`src/ctc_pkg.sv`:
```
// package: register map, field positions and codes of the cascaded timer
package ctc_pkg;
  localparam logic [23:0] CTC_ADDR_CH5_CONTROL = 24'hFFEA41;
  localparam logic [23:0] CTC_ADDR_CH4_COUNTER = 24'hFFFEE6;
  localparam logic [23:0] CTC_ADDR_CH4_COMPARE_A = 24'hFFFEE8;
  localparam logic [23:0] CTC_ADDR_CH4_COMPARE_B = 24'hFFFEEA;
  localparam logic [23:0] CTC_ADDR_RUN_CONTROL = 24'hFFFFBC;
  localparam logic [23:0] CTC_ADDR_CH4_CONTROL = 24'hFFFEE0;
  localparam logic [23:0] CTC_ADDR_CH4_MODE = 24'hFFFEE1;
  localparam logic [23:0] CTC_ADDR_CH5_COUNTER = 24'hFFEA46;
  localparam int CTC_CLR_LSB = 5;
  localparam int CTC_EDGE_LSB = 3;
  localparam int CTC_PSC_LSB = 0;
  localparam logic [2:0] CTC_CLR_NONE = 3'h0;
  localparam logic [2:0] CTC_CLR_CMP_B = 3'h2;
  localparam logic [1:0] CTC_EDGE_FALL = 2'h0;
  localparam logic [1:0] CTC_EDGE_RISE = 2'h1;
  localparam logic [2:0] CTC_PSC_DIV1 = 3'h0;
  localparam logic [2:0] CTC_PSC_CASCADE = 3'h7;
  localparam logic [3:0] CTC_MODE_PWM1 = 4'h2;
  localparam logic [7:0] CTC_CTRL_RESET = 8'h00;
  localparam logic [7:0] CTC_RUN_RESET = 8'h00;
  localparam logic [15:0] CTC_CNT_RESET = 16'h0000;
  localparam logic [15:0] CTC_CMP_RESET = 16'hFFFF;
  localparam logic [3:0] CTC_MODE_RESET = 4'h0;
endpackage

```
`src/ctc_edge_counter.sv`:
```
// one 16-bit channel counter with prescaler, edge select and clear
`timescale 1ns/1ns
`default_nettype none
module ctc_edge_counter
  import ctc_pkg::*;
#(
  parameter int WIDTH = 16
)
(
  input wire logic clk,
  input wire logic rst,
  input wire logic ce,
  input wire logic run,
  input wire logic [2:0] prescaler_field,
  input wire logic [1:0] edge_select_field,
  input wire logic cascade_tick,
  input wire logic clear_req,
  input wire logic wr_en,
  input wire logic [WIDTH-1:0] wr_data,
  output logic [WIDTH-1:0] count,
  output logic wrap
);
  logic [6:0] div_reg;
  logic [6:0] div_next;
  logic src_reg;
  logic [WIDTH-1:0] cnt_reg;
  logic wrap_reg;
  wire logic src_level;
  wire logic rise;
  wire logic fall;
  wire logic tick;
  wire logic at_max;
  // ************
  // clock source
  // ************
  assign div_next = div_reg + 7'h01;
  assign src_level = (prescaler_field == CTC_PSC_CASCADE) ? cascade_tick :
                     div_reg[prescaler_field];
  assign rise = src_level & ~src_reg;
  assign fall = ~src_level & src_reg;
  assign tick = !run ? 1'b0 :
                (prescaler_field == CTC_PSC_DIV1) ? 1'b1 :
                (prescaler_field == CTC_PSC_CASCADE) ? cascade_tick :
                (edge_select_field == CTC_EDGE_FALL) ? fall :
                (edge_select_field == CTC_EDGE_RISE) ? rise : (rise | fall);
  assign at_max = (cnt_reg == {WIDTH{1'b1}});
  assign count = cnt_reg;
  assign wrap = wrap_reg;
  // ************
  // counter
  // ************
  always_ff @(posedge clk)
  begin
    if (rst)
    begin
      div_reg <= 7'h00;
      src_reg <= 1'b0;
      cnt_reg <= CTC_CNT_RESET;
      wrap_reg <= 1'b0;
    end
    else if (ce)
    begin
      div_reg <= div_next;
      src_reg <= src_level;
      wrap_reg <= tick & at_max & ~wr_en & ~clear_req;
      if (wr_en)
        cnt_reg <= wr_data;
      else if (clear_req)
        cnt_reg <= CTC_CNT_RESET;
      else if (tick)
        cnt_reg <= cnt_reg + 1'b1;
    end
  end
endmodule
`default_nettype wire

```
`src/ctc_timer.sv`:
```
// top: channel 4 and 5 counters, compares, run control, pulse output
`timescale 1ns/1ns
`default_nettype none
module ctc_timer
  import ctc_pkg::*;
(
  input wire logic clk,
  input wire logic rst,
  input wire logic ce,
  input wire logic [23:0] addr,
  input wire logic [15:0] wdata,
  input wire logic wr,
  input wire logic rd,
  output logic [15:0] rdata,
  output logic ch4_pin_a,
  output logic [5:0] run_bits
);
  logic [7:0] ch5_control_reg;
  logic [7:0] ch4_control_reg;
  logic [3:0] mode_reg;
  logic [5:0] run_reg;
  logic [15:0] cmp_a_reg;
  logic [15:0] cmp_b_reg;
  logic [15:0] rdata_reg;
  logic pin_reg;
  logic [15:0] rdata_next;
  logic pin_next;
  wire logic [15:0] ch4_counter;
  wire logic [15:0] ch5_counter;
  wire logic ch5_wrap;
  wire logic match_a;
  wire logic match_b;
  wire logic ch4_clear;
  wire logic ch5_clear;
  wire logic pwm_mode;
  wire logic wr_c5;
  wire logic wr_c4;
  wire logic wr_cnt4;
  wire logic wr_cnt5;
  wire logic wr_a;
  wire logic wr_b;
  wire logic wr_run;
  wire logic wr_mode;
  // ************
  // address decode
  // ************
  assign wr_c5 = wr && (addr == CTC_ADDR_CH5_CONTROL);
  assign wr_c4 = wr && (addr == CTC_ADDR_CH4_CONTROL);
  assign wr_mode = wr && (addr == CTC_ADDR_CH4_MODE);
  assign wr_cnt4 = wr && (addr == CTC_ADDR_CH4_COUNTER);
  assign wr_cnt5 = wr && (addr == CTC_ADDR_CH5_COUNTER);
  assign wr_a = wr && (addr == CTC_ADDR_CH4_COMPARE_A);
  assign wr_b = wr && (addr == CTC_ADDR_CH4_COMPARE_B);
  assign wr_run = wr && (addr == CTC_ADDR_RUN_CONTROL);
  always_comb
  begin
    if (addr == CTC_ADDR_CH5_CONTROL)
      rdata_next = {8'h00, ch5_control_reg};
    else if (addr == CTC_ADDR_CH4_CONTROL)
      rdata_next = {8'h00, ch4_control_reg};
    else if (addr == CTC_ADDR_CH4_MODE)
      rdata_next = {12'h000, mode_reg};
    else if (addr == CTC_ADDR_CH4_COUNTER)
      rdata_next = ch4_counter;
    else if (addr == CTC_ADDR_CH5_COUNTER)
      rdata_next = ch5_counter;
    else if (addr == CTC_ADDR_CH4_COMPARE_A)
      rdata_next = cmp_a_reg;
    else if (addr == CTC_ADDR_CH4_COMPARE_B)
      rdata_next = cmp_b_reg;
    else if (addr == CTC_ADDR_RUN_CONTROL)
      rdata_next = {10'h000, run_reg};
    else
      rdata_next = 16'h0000;
  end
  // ************
  // compare and clear
  // ************
  assign match_a = (ch4_counter == cmp_a_reg);
  assign match_b = (ch4_counter == cmp_b_reg);
  assign ch4_clear = (ch4_control_reg[CTC_CLR_LSB +: 3] == CTC_CLR_CMP_B) && match_b;
  assign ch5_clear = (ch5_control_reg[CTC_CLR_LSB +: 3] != CTC_CLR_NONE) && 1'b0;
  assign pwm_mode = (mode_reg == CTC_MODE_PWM1);
  always_comb
  begin
    pin_next = pin_reg;
    if (!pwm_mode)
      pin_next = 1'b0;
    else if (match_a)
      pin_next = 1'b1;
    else if (match_b)
      pin_next = 1'b0;
  end
  // ************
  // counters
  // ************
  ctc_edge_counter #(.WIDTH(16)) u_ch5
  (
    .clk(clk),
    .rst(rst),
    .ce(ce),
    .run(run_reg[5]),
    .prescaler_field(ch5_control_reg[CTC_PSC_LSB +: 3]),
    .edge_select_field(ch5_control_reg[CTC_EDGE_LSB +: 2]),
    .cascade_tick(1'b0),
    .clear_req(ch5_clear),
    .wr_en(wr_cnt5),
    .wr_data(wdata),
    .count(ch5_counter),
    .wrap(ch5_wrap)
  );
  ctc_edge_counter #(.WIDTH(16)) u_ch4
  (
    .clk(clk),
    .rst(rst),
    .ce(ce),
    .run(run_reg[4]),
    .prescaler_field(ch4_control_reg[CTC_PSC_LSB +: 3]),
    .edge_select_field(ch4_control_reg[CTC_EDGE_LSB +: 2]),
    .cascade_tick(ch5_wrap),
    .clear_req(ch4_clear),
    .wr_en(wr_cnt4),
    .wr_data(wdata),
    .count(ch4_counter),
    .wrap()
  );
  // ************
  // registers
  // ************
  always_ff @(posedge clk)
  begin
    if (rst)
    begin
      ch5_control_reg <= CTC_CTRL_RESET;
      ch4_control_reg <= CTC_CTRL_RESET;
      mode_reg <= CTC_MODE_RESET;
      run_reg <= CTC_RUN_RESET[5:0];
      cmp_a_reg <= CTC_CMP_RESET;
      cmp_b_reg <= CTC_CMP_RESET;
      rdata_reg <= 16'h0000;
      pin_reg <= 1'b0;
    end
    else if (ce)
    begin
      if (wr_c5)
        ch5_control_reg <= wdata[7:0];
      if (wr_c4)
        ch4_control_reg <= wdata[7:0];
      if (wr_mode)
        mode_reg <= wdata[3:0];
      if (wr_run)
        run_reg <= wdata[5:0];
      if (wr_a)
        cmp_a_reg <= wdata;
      if (wr_b)
        cmp_b_reg <= wdata;
      rdata_reg <= rd ? rdata_next : 16'h0000;
      pin_reg <= pin_next;
    end
  end
  assign rdata = rdata_reg;
  assign ch4_pin_a = pin_reg;
  assign run_bits = run_reg;
endmodule
`default_nettype wire

```
`config.mk`:
```
export PLATFORM = sky130hd
export DESIGN_NAME = ctc_timer
export DESIGN_NICKNAME = d
export VERILOG_FILES = /design/src/ctc_pkg.sv /design/src/ctc_edge_counter.sv /design/src/ctc_timer.sv
export SDC_FILE = /design/constraint.sdc
export NUM_CORES = 1
export LEC_CHECK = 0
export BUFFER_PORTS_ARGS = -buffer_cell sky130_fd_sc_hd__buf_2
export CAP_MARGIN = 20
export CORE_MARGIN = 4
export CORE_UTILIZATION = 57
export DETAILED_ROUTE_END_ITERATION = 12
export PLACE_DENSITY = 0.77
export SYNTH_ARGS = -nofsm -noshare
export SYNTH_HDL_FRONTEND = slang
export SYNTH_HIERARCHICAL = 1
export SYNTH_SLANG_ARGS = --single-unit
```
`constraint.sdc`:
```
create_clock -name clk -period 7.4 [get_ports clk]
set_clock_uncertainty 0.05 [all_clocks]
set_input_delay 1.48 -clock clk [delete_from_list [all_inputs] [get_ports clk]]
set_output_delay 1.48 -clock clk [all_outputs]
set_load 0.02 [all_outputs]
```
### After elaboration in Yosys (flattened, before gate mapping)

Index checks and enable logic that the tools add are counted.

* bits of input ports: 45
* flip-flop bits (word level): 124
* word-level logic and storage cells: 109

* reduce and logical (&&, ||, !) cells: 24
* order comparisons: 2
* eq/ne operators: 18
* $add $sub $neg: 4
* multiplexer cells: 33
* bitwise operators: 13

Operators by type and width (number)
* 2-to-1 mux 16 bit: 13
* equality test 24 bit, second input constant: 8
* adder 16 x 1 -> 16 bit, second input constant: 2
* equality test 16 bit: 2
* AND reduction 2 bit: 9
* 2-to-1 mux 1 bit: 17
* equality test 16 bit, second input constant: 1
* adder 7 x 1 -> 7 bit, second input constant: 2
* logical AND 1 bit: 9
* < comparator 3 x 4 -> 1 bit, second input constant: 2
* AND 1 bit: 6
* binary-select mux 1 bit (select 3 bit): 2
* equality test 3 bit, second input constant: 2
* zero test 3 bit: 2
* 2-to-1 mux 6 bit: 1
* inverter 1 bit: 5
* equality test 2 x 1 -> 1 bit, second input constant: 2
* equality test 4 x 2 -> 1 bit, second input constant: 1
* zero test 2 bit: 2
* equality test 3 x 2 -> 1 bit, second input constant: 1
* inequality test 3 bit, second input constant: 1
* nonzero test 3 bit: 1
* OR 1 bit: 2
* nonzero test 2 bit: 1

### Depth between registers and ports, before layout

* word-level depth: 14
* gate-level depth with buffers: 14
* mapped depth without buffers: 11

### Cells and area by module

The synthesis kept the hierarchy.

By module, submodules not included
* ctc_timer: seq. area each 1501.4 µm², cells an instance 480, instances 1, area an instance 4322.9 µm²
* ctc_edge_counter: seq. area each 500.5 µm², cells an instance 194, instances 2, area an instance 1541.5 µm²

### Worst setup path before layout

No wires, ideal clock.

* path type: input to register
* start point: in addr[2]
* end point: reg u_ch5.cnt_reg[10], in the netlist u_ch5/count[10]
* required time: 7.216 ns
* library setup time: 0.134 ns
* stages on the path: 14
* path buffers: 5
* path slack: 3.686 ns
* arrival: 3.530 ns
* path through: buf_4 > and4bb_2 > buf_2 > and3_1 > nand2_2 > buf_4 > nor2_1 > or2_0 > clkbuf_1 > o2bb2ai_1 > a21oi_1 > buf_2 > a221oi_1 > a211oi_1

* longest elaborated chain between the ends: 4
* elaborated cells between the ends (all ways): 5
* those cells by class: eq/ne (1); mux (1); reduce/logical (3)

RTL lines
* from (decl): line ctc_timer.sv:10 `input wire logic [23:0] addr,`
* equality test 24 bit (*): line ctc_timer.sv:51 `assign wr_cnt5 = wr && (addr == CTC_ADDR_CH5_COUNTER);`
* logical AND 1 bit (*): line ctc_timer.sv:51
* net wr_cnt5: line ctc_timer.sv:39 `wire logic wr_cnt5;`
* nonzero test 2 bit (no source line)
* AND reduction 2 bit (no source line)
* to (signal assigned): line ctc_edge_counter.sv:67 `cnt_reg <= wr_data;`
* to (signal assigned): line ctc_edge_counter.sv:71 `cnt_reg <= cnt_reg + 1'b1;`
* to (decl): line ctc_edge_counter.sv:26 `logic [WIDTH-1:0] cnt_reg;`

The timed path passes the listed nets; every way through them passes the cells marked *.
A chain may end at the register's enable or synchronous reset.

### Worst setup path after layout

* start point: in addr[1]
* end point: reg u_ch4.cnt_reg[12], in the netlist u_ch4/count[12]

* longest elaborated chain between the ends: 4
* elaborated cells between the ends (all ways): 5
* those cells by class: eq/ne (1); mux (1); reduce/logical (3)

RTL lines
* equality test 24 bit (*): line ctc_timer.sv:50 `assign wr_cnt4 = wr && (addr == CTC_ADDR_CH4_COUNTER);`
* logical AND 1 bit (*): line ctc_timer.sv:50
* net wr_cnt4: line ctc_timer.sv:38 `wire logic wr_cnt4;`
* nonzero test 3 bit (no source line)
* AND reduction 2 bit (no source line)
* to (signal assigned): line ctc_edge_counter.sv:67
* to (signal assigned): line ctc_edge_counter.sv:71
* to (decl): line ctc_edge_counter.sv:26

Marks and branches as above.

==> metrics.md <==
| Metric | Value |
|---|---|
| Synth Warn # | `6` |
| Comb pwr share | `0.054` |
| Crit start category | `input pin` |
| Switching power | `0.000402 W` |
| Dpl hpwl | `15,400 µm` |
| Switching Fraction | `0.240` |
| Design Area, Final | `8370 µm²` |
| Initial core utilization | `0.582` |
| Drt wl/cell | `20.4 µm` |
| Drt pass-1 iters | `6` |
| PwrDens | `200 nW/µm²` |
| Top cell family by delay on the critical path | `simple AND/OR/NAND/NOR gates` |
| Status | `finished, final reports clean` |
| First-pass GRT wire length | `35,100 µm` |
| Clk pwr share | `0.540` |
| Worst slew margin | `0.409` |
| Full die area | `14,800 µm²` |
| # Max-Cap Violations | `0` |
| Worst-case clock buffer depth | `2` |
| RePlAce Congestion | `0.970` |
| Actual slew at the worst max-slew pin | `0.887 ns` |
| Reg area | `2480 µm²` |
| Vias | `7,077` |
| CTS tree | `yes` |
| CTS Buf Count | `17` |
| Worst path slowest cell | `or2_0` |
| Area grow syn2layout | `13.9%` |
| Vias per cell | `6.49` |
| Internal Power | `0.00127 W` |
| Vias in the first global route | `6,570` |
| Worst path bufs/invs | `3` |
| Post-route minimum period | `4.84 ns` |
| Fmax | `0.207 GHz` |
| Post-Route WL | `22,200 µm` |
| Critical path class | `input pin to flip-flop` |
| H-tree lvl count | `4` |
| Overall Power | `0.00167 W` |
| Final Max Slew Viols | `0` |
| TNS Setup | `0 ns` |
| Period utilisation layout | `0.653` |
| Largest net degree at the start of global routing | `59` |
| Max stage delay on crit path | `0.72 ns` |
| CP most frequent cell | `buf_4` |
| Initial antenna violation count | `0` |
| Critical Path Sink Type | `flip-flop` |
| Port Buf Inserts | `67` |
| CTS Hold Bufs | `0` |
| Final net count | `959` |
| Avg Synthesized Cell Area | `8.54 µm²` |
| Total track usage | `0.306` |
| Clk Latency, worst-skew pair | `0.42 ns` |
| Required @ worst endpoint | `7.63 ns` |
| DRC | `0` |
| Antenna diodes | `0` |
| Grt ovf | `0` |
| Final hold vios | `0` |
| Final setup fails | `0` |
| Crit path DAT | `5.06 ns` |
| DP Area | `7720 µm²` |
| Core area | `12,600 µm²` |
| Peak VDD IR | `164 µV` |
| Unrepaired setup endpoints after global routing | `no` |
| Die X | `122 µm` |
| Worst-path fanout max | `21` |
| Drt initial violations | `860` |
| Routed Antenna Nets | `0` |
| Reg clk slew, reported paths | `0.06 ns` |
| Clk sinks | `124` |
| I/O pin count | `68` |
| Post-cts sizing count | `0` |
| Post-Synthesis Cells | `861` |
| Reg power frac | `0.407` |
| Layout cells sized above 1 | `0.149` |
| Core Rows | `41` |
| Leak Pwr | `3.04 nW` |
| Syn Std Cell Area | `7350 µm²` |
| Post-CTS setup buffers | `0` |
| Die Height | `122 µm` |
| Clock Tree Root | `clkbuf_16` |
| Critical Path, Cell by Cell | `buf_2 > and4bb_2 > and3_1 > nand2_1 > nor2_1 > buf_4 > or2_0 > o2bb2ai_1 > a21oi_1 > buf_4 > a221oi_1 > nor3_1` |
| Hold Crit Class | `flip-flop to flip-flop` |
| Fillers | `1,040` |
| Multi-input gate area | `4560 µm²` |
[power groups by stage]
stage          registers [W]  logic [W]  clock network (W)
4_1_cts             0.000681  0.0000874           0.000913
3_3_place_gp        0.000695  0.0000860                  0
2_1_floorplan       0.000693  0.0000504                  0
3_5_place_dp        0.000695  0.0000867                  0
5_1_grt             0.000681  0.0000970           0.000942
6_report            0.000681  0.0000896           0.000904
[cell usage in the layout, fill, tap and decap left out, types with 9 or more instances in the layout]
| master | count |
|---|---|
| mux2i_1 | 42 |
| buf_4 | 9 |
| o22ai_1 | 10 |
| xor2_1 | 41 |
| a221oi_1 | 10 |
| nand2b_1 | 18 |
| buf_2 | 66 |
| nand4_1 | 35 |
| dfxtp_1 | 124 |
| clkbuf_16 | 17 |
| nor2_1 | 73 |
| and4_1 | 13 |
| nor4_1 | 15 |
| o32ai_1 | 10 |
| nand2_1 | 77 |
| inv_1 | 18 |
| o211ai_1 | 10 |
| nor2b_1 | 16 |
| xnor2_1 | 11 |
| nor3_1 | 29 |
| a211o_1 | 14 |
| a21oi_1 | 34 |
| o21ai_0 | 28 |
| nand3_1 | 25 |
[worst min-delay path, cell delays in order (launching register included)]
cell,delay (ns)
dfxtp_1,0.32
nand2_1,0.05
o31ai_1,0.05
[per-stage QoR]
| step | setup slack (ns) | utilization | hold slack [ns] | instances |
|---|---|---|---|---|
| 2_1_floorplan | 3.69 | - | 0.402 | 867 |
| 3_3_place_gp | 2.47 | 0.612 | 0.404 | 1058 |
| 3_5_place_dp | 2.35 | 0.612 | 0.388 | 1058 |
| 4_1_cts | 2.79 | 0.662 | 0.400 | 1090 |
| 5_1_grt | 2.44 | 0.664 | 0.435 | 1091 |
| 6_report | 2.56 | 0.664 | 0.397 | 1091 |
[final cells by class]
class	instances	share of cell area
multi-input cells	669	0.544
flip-flops and latches	124	0.296
clock buffers	17	0.0508
repair buffers	76	0.0493
well taps	172	0.0257
clock inverters	15	0.0254
inverters	18	0.00807
[final timing paths]
kind                  startpoint              end  slack, ns  cells after the start
setup reg to reg  u_ch4/count[7]  u_ch4/count[12]       3.26                     11
hold reg to reg         rdata[9]         rdata[9]       0.40                      2
hold / removal          rdata[9]         rdata[9]       0.40                      2
setup / recovery         addr[1]  u_ch4/count[12]       2.56                     12
[metal layers]
| layer | track usage | wire [µm] |
|---|---|---|
| met1 | 0.418 | 9420 |
| met2 | 0.463 | 9950 |
| met3 | 0.0766 | 2070 |
| met4 | 0.127 | 806 |
| met5 | 0 | 0 |
Power figures use the tool's default switching activity.
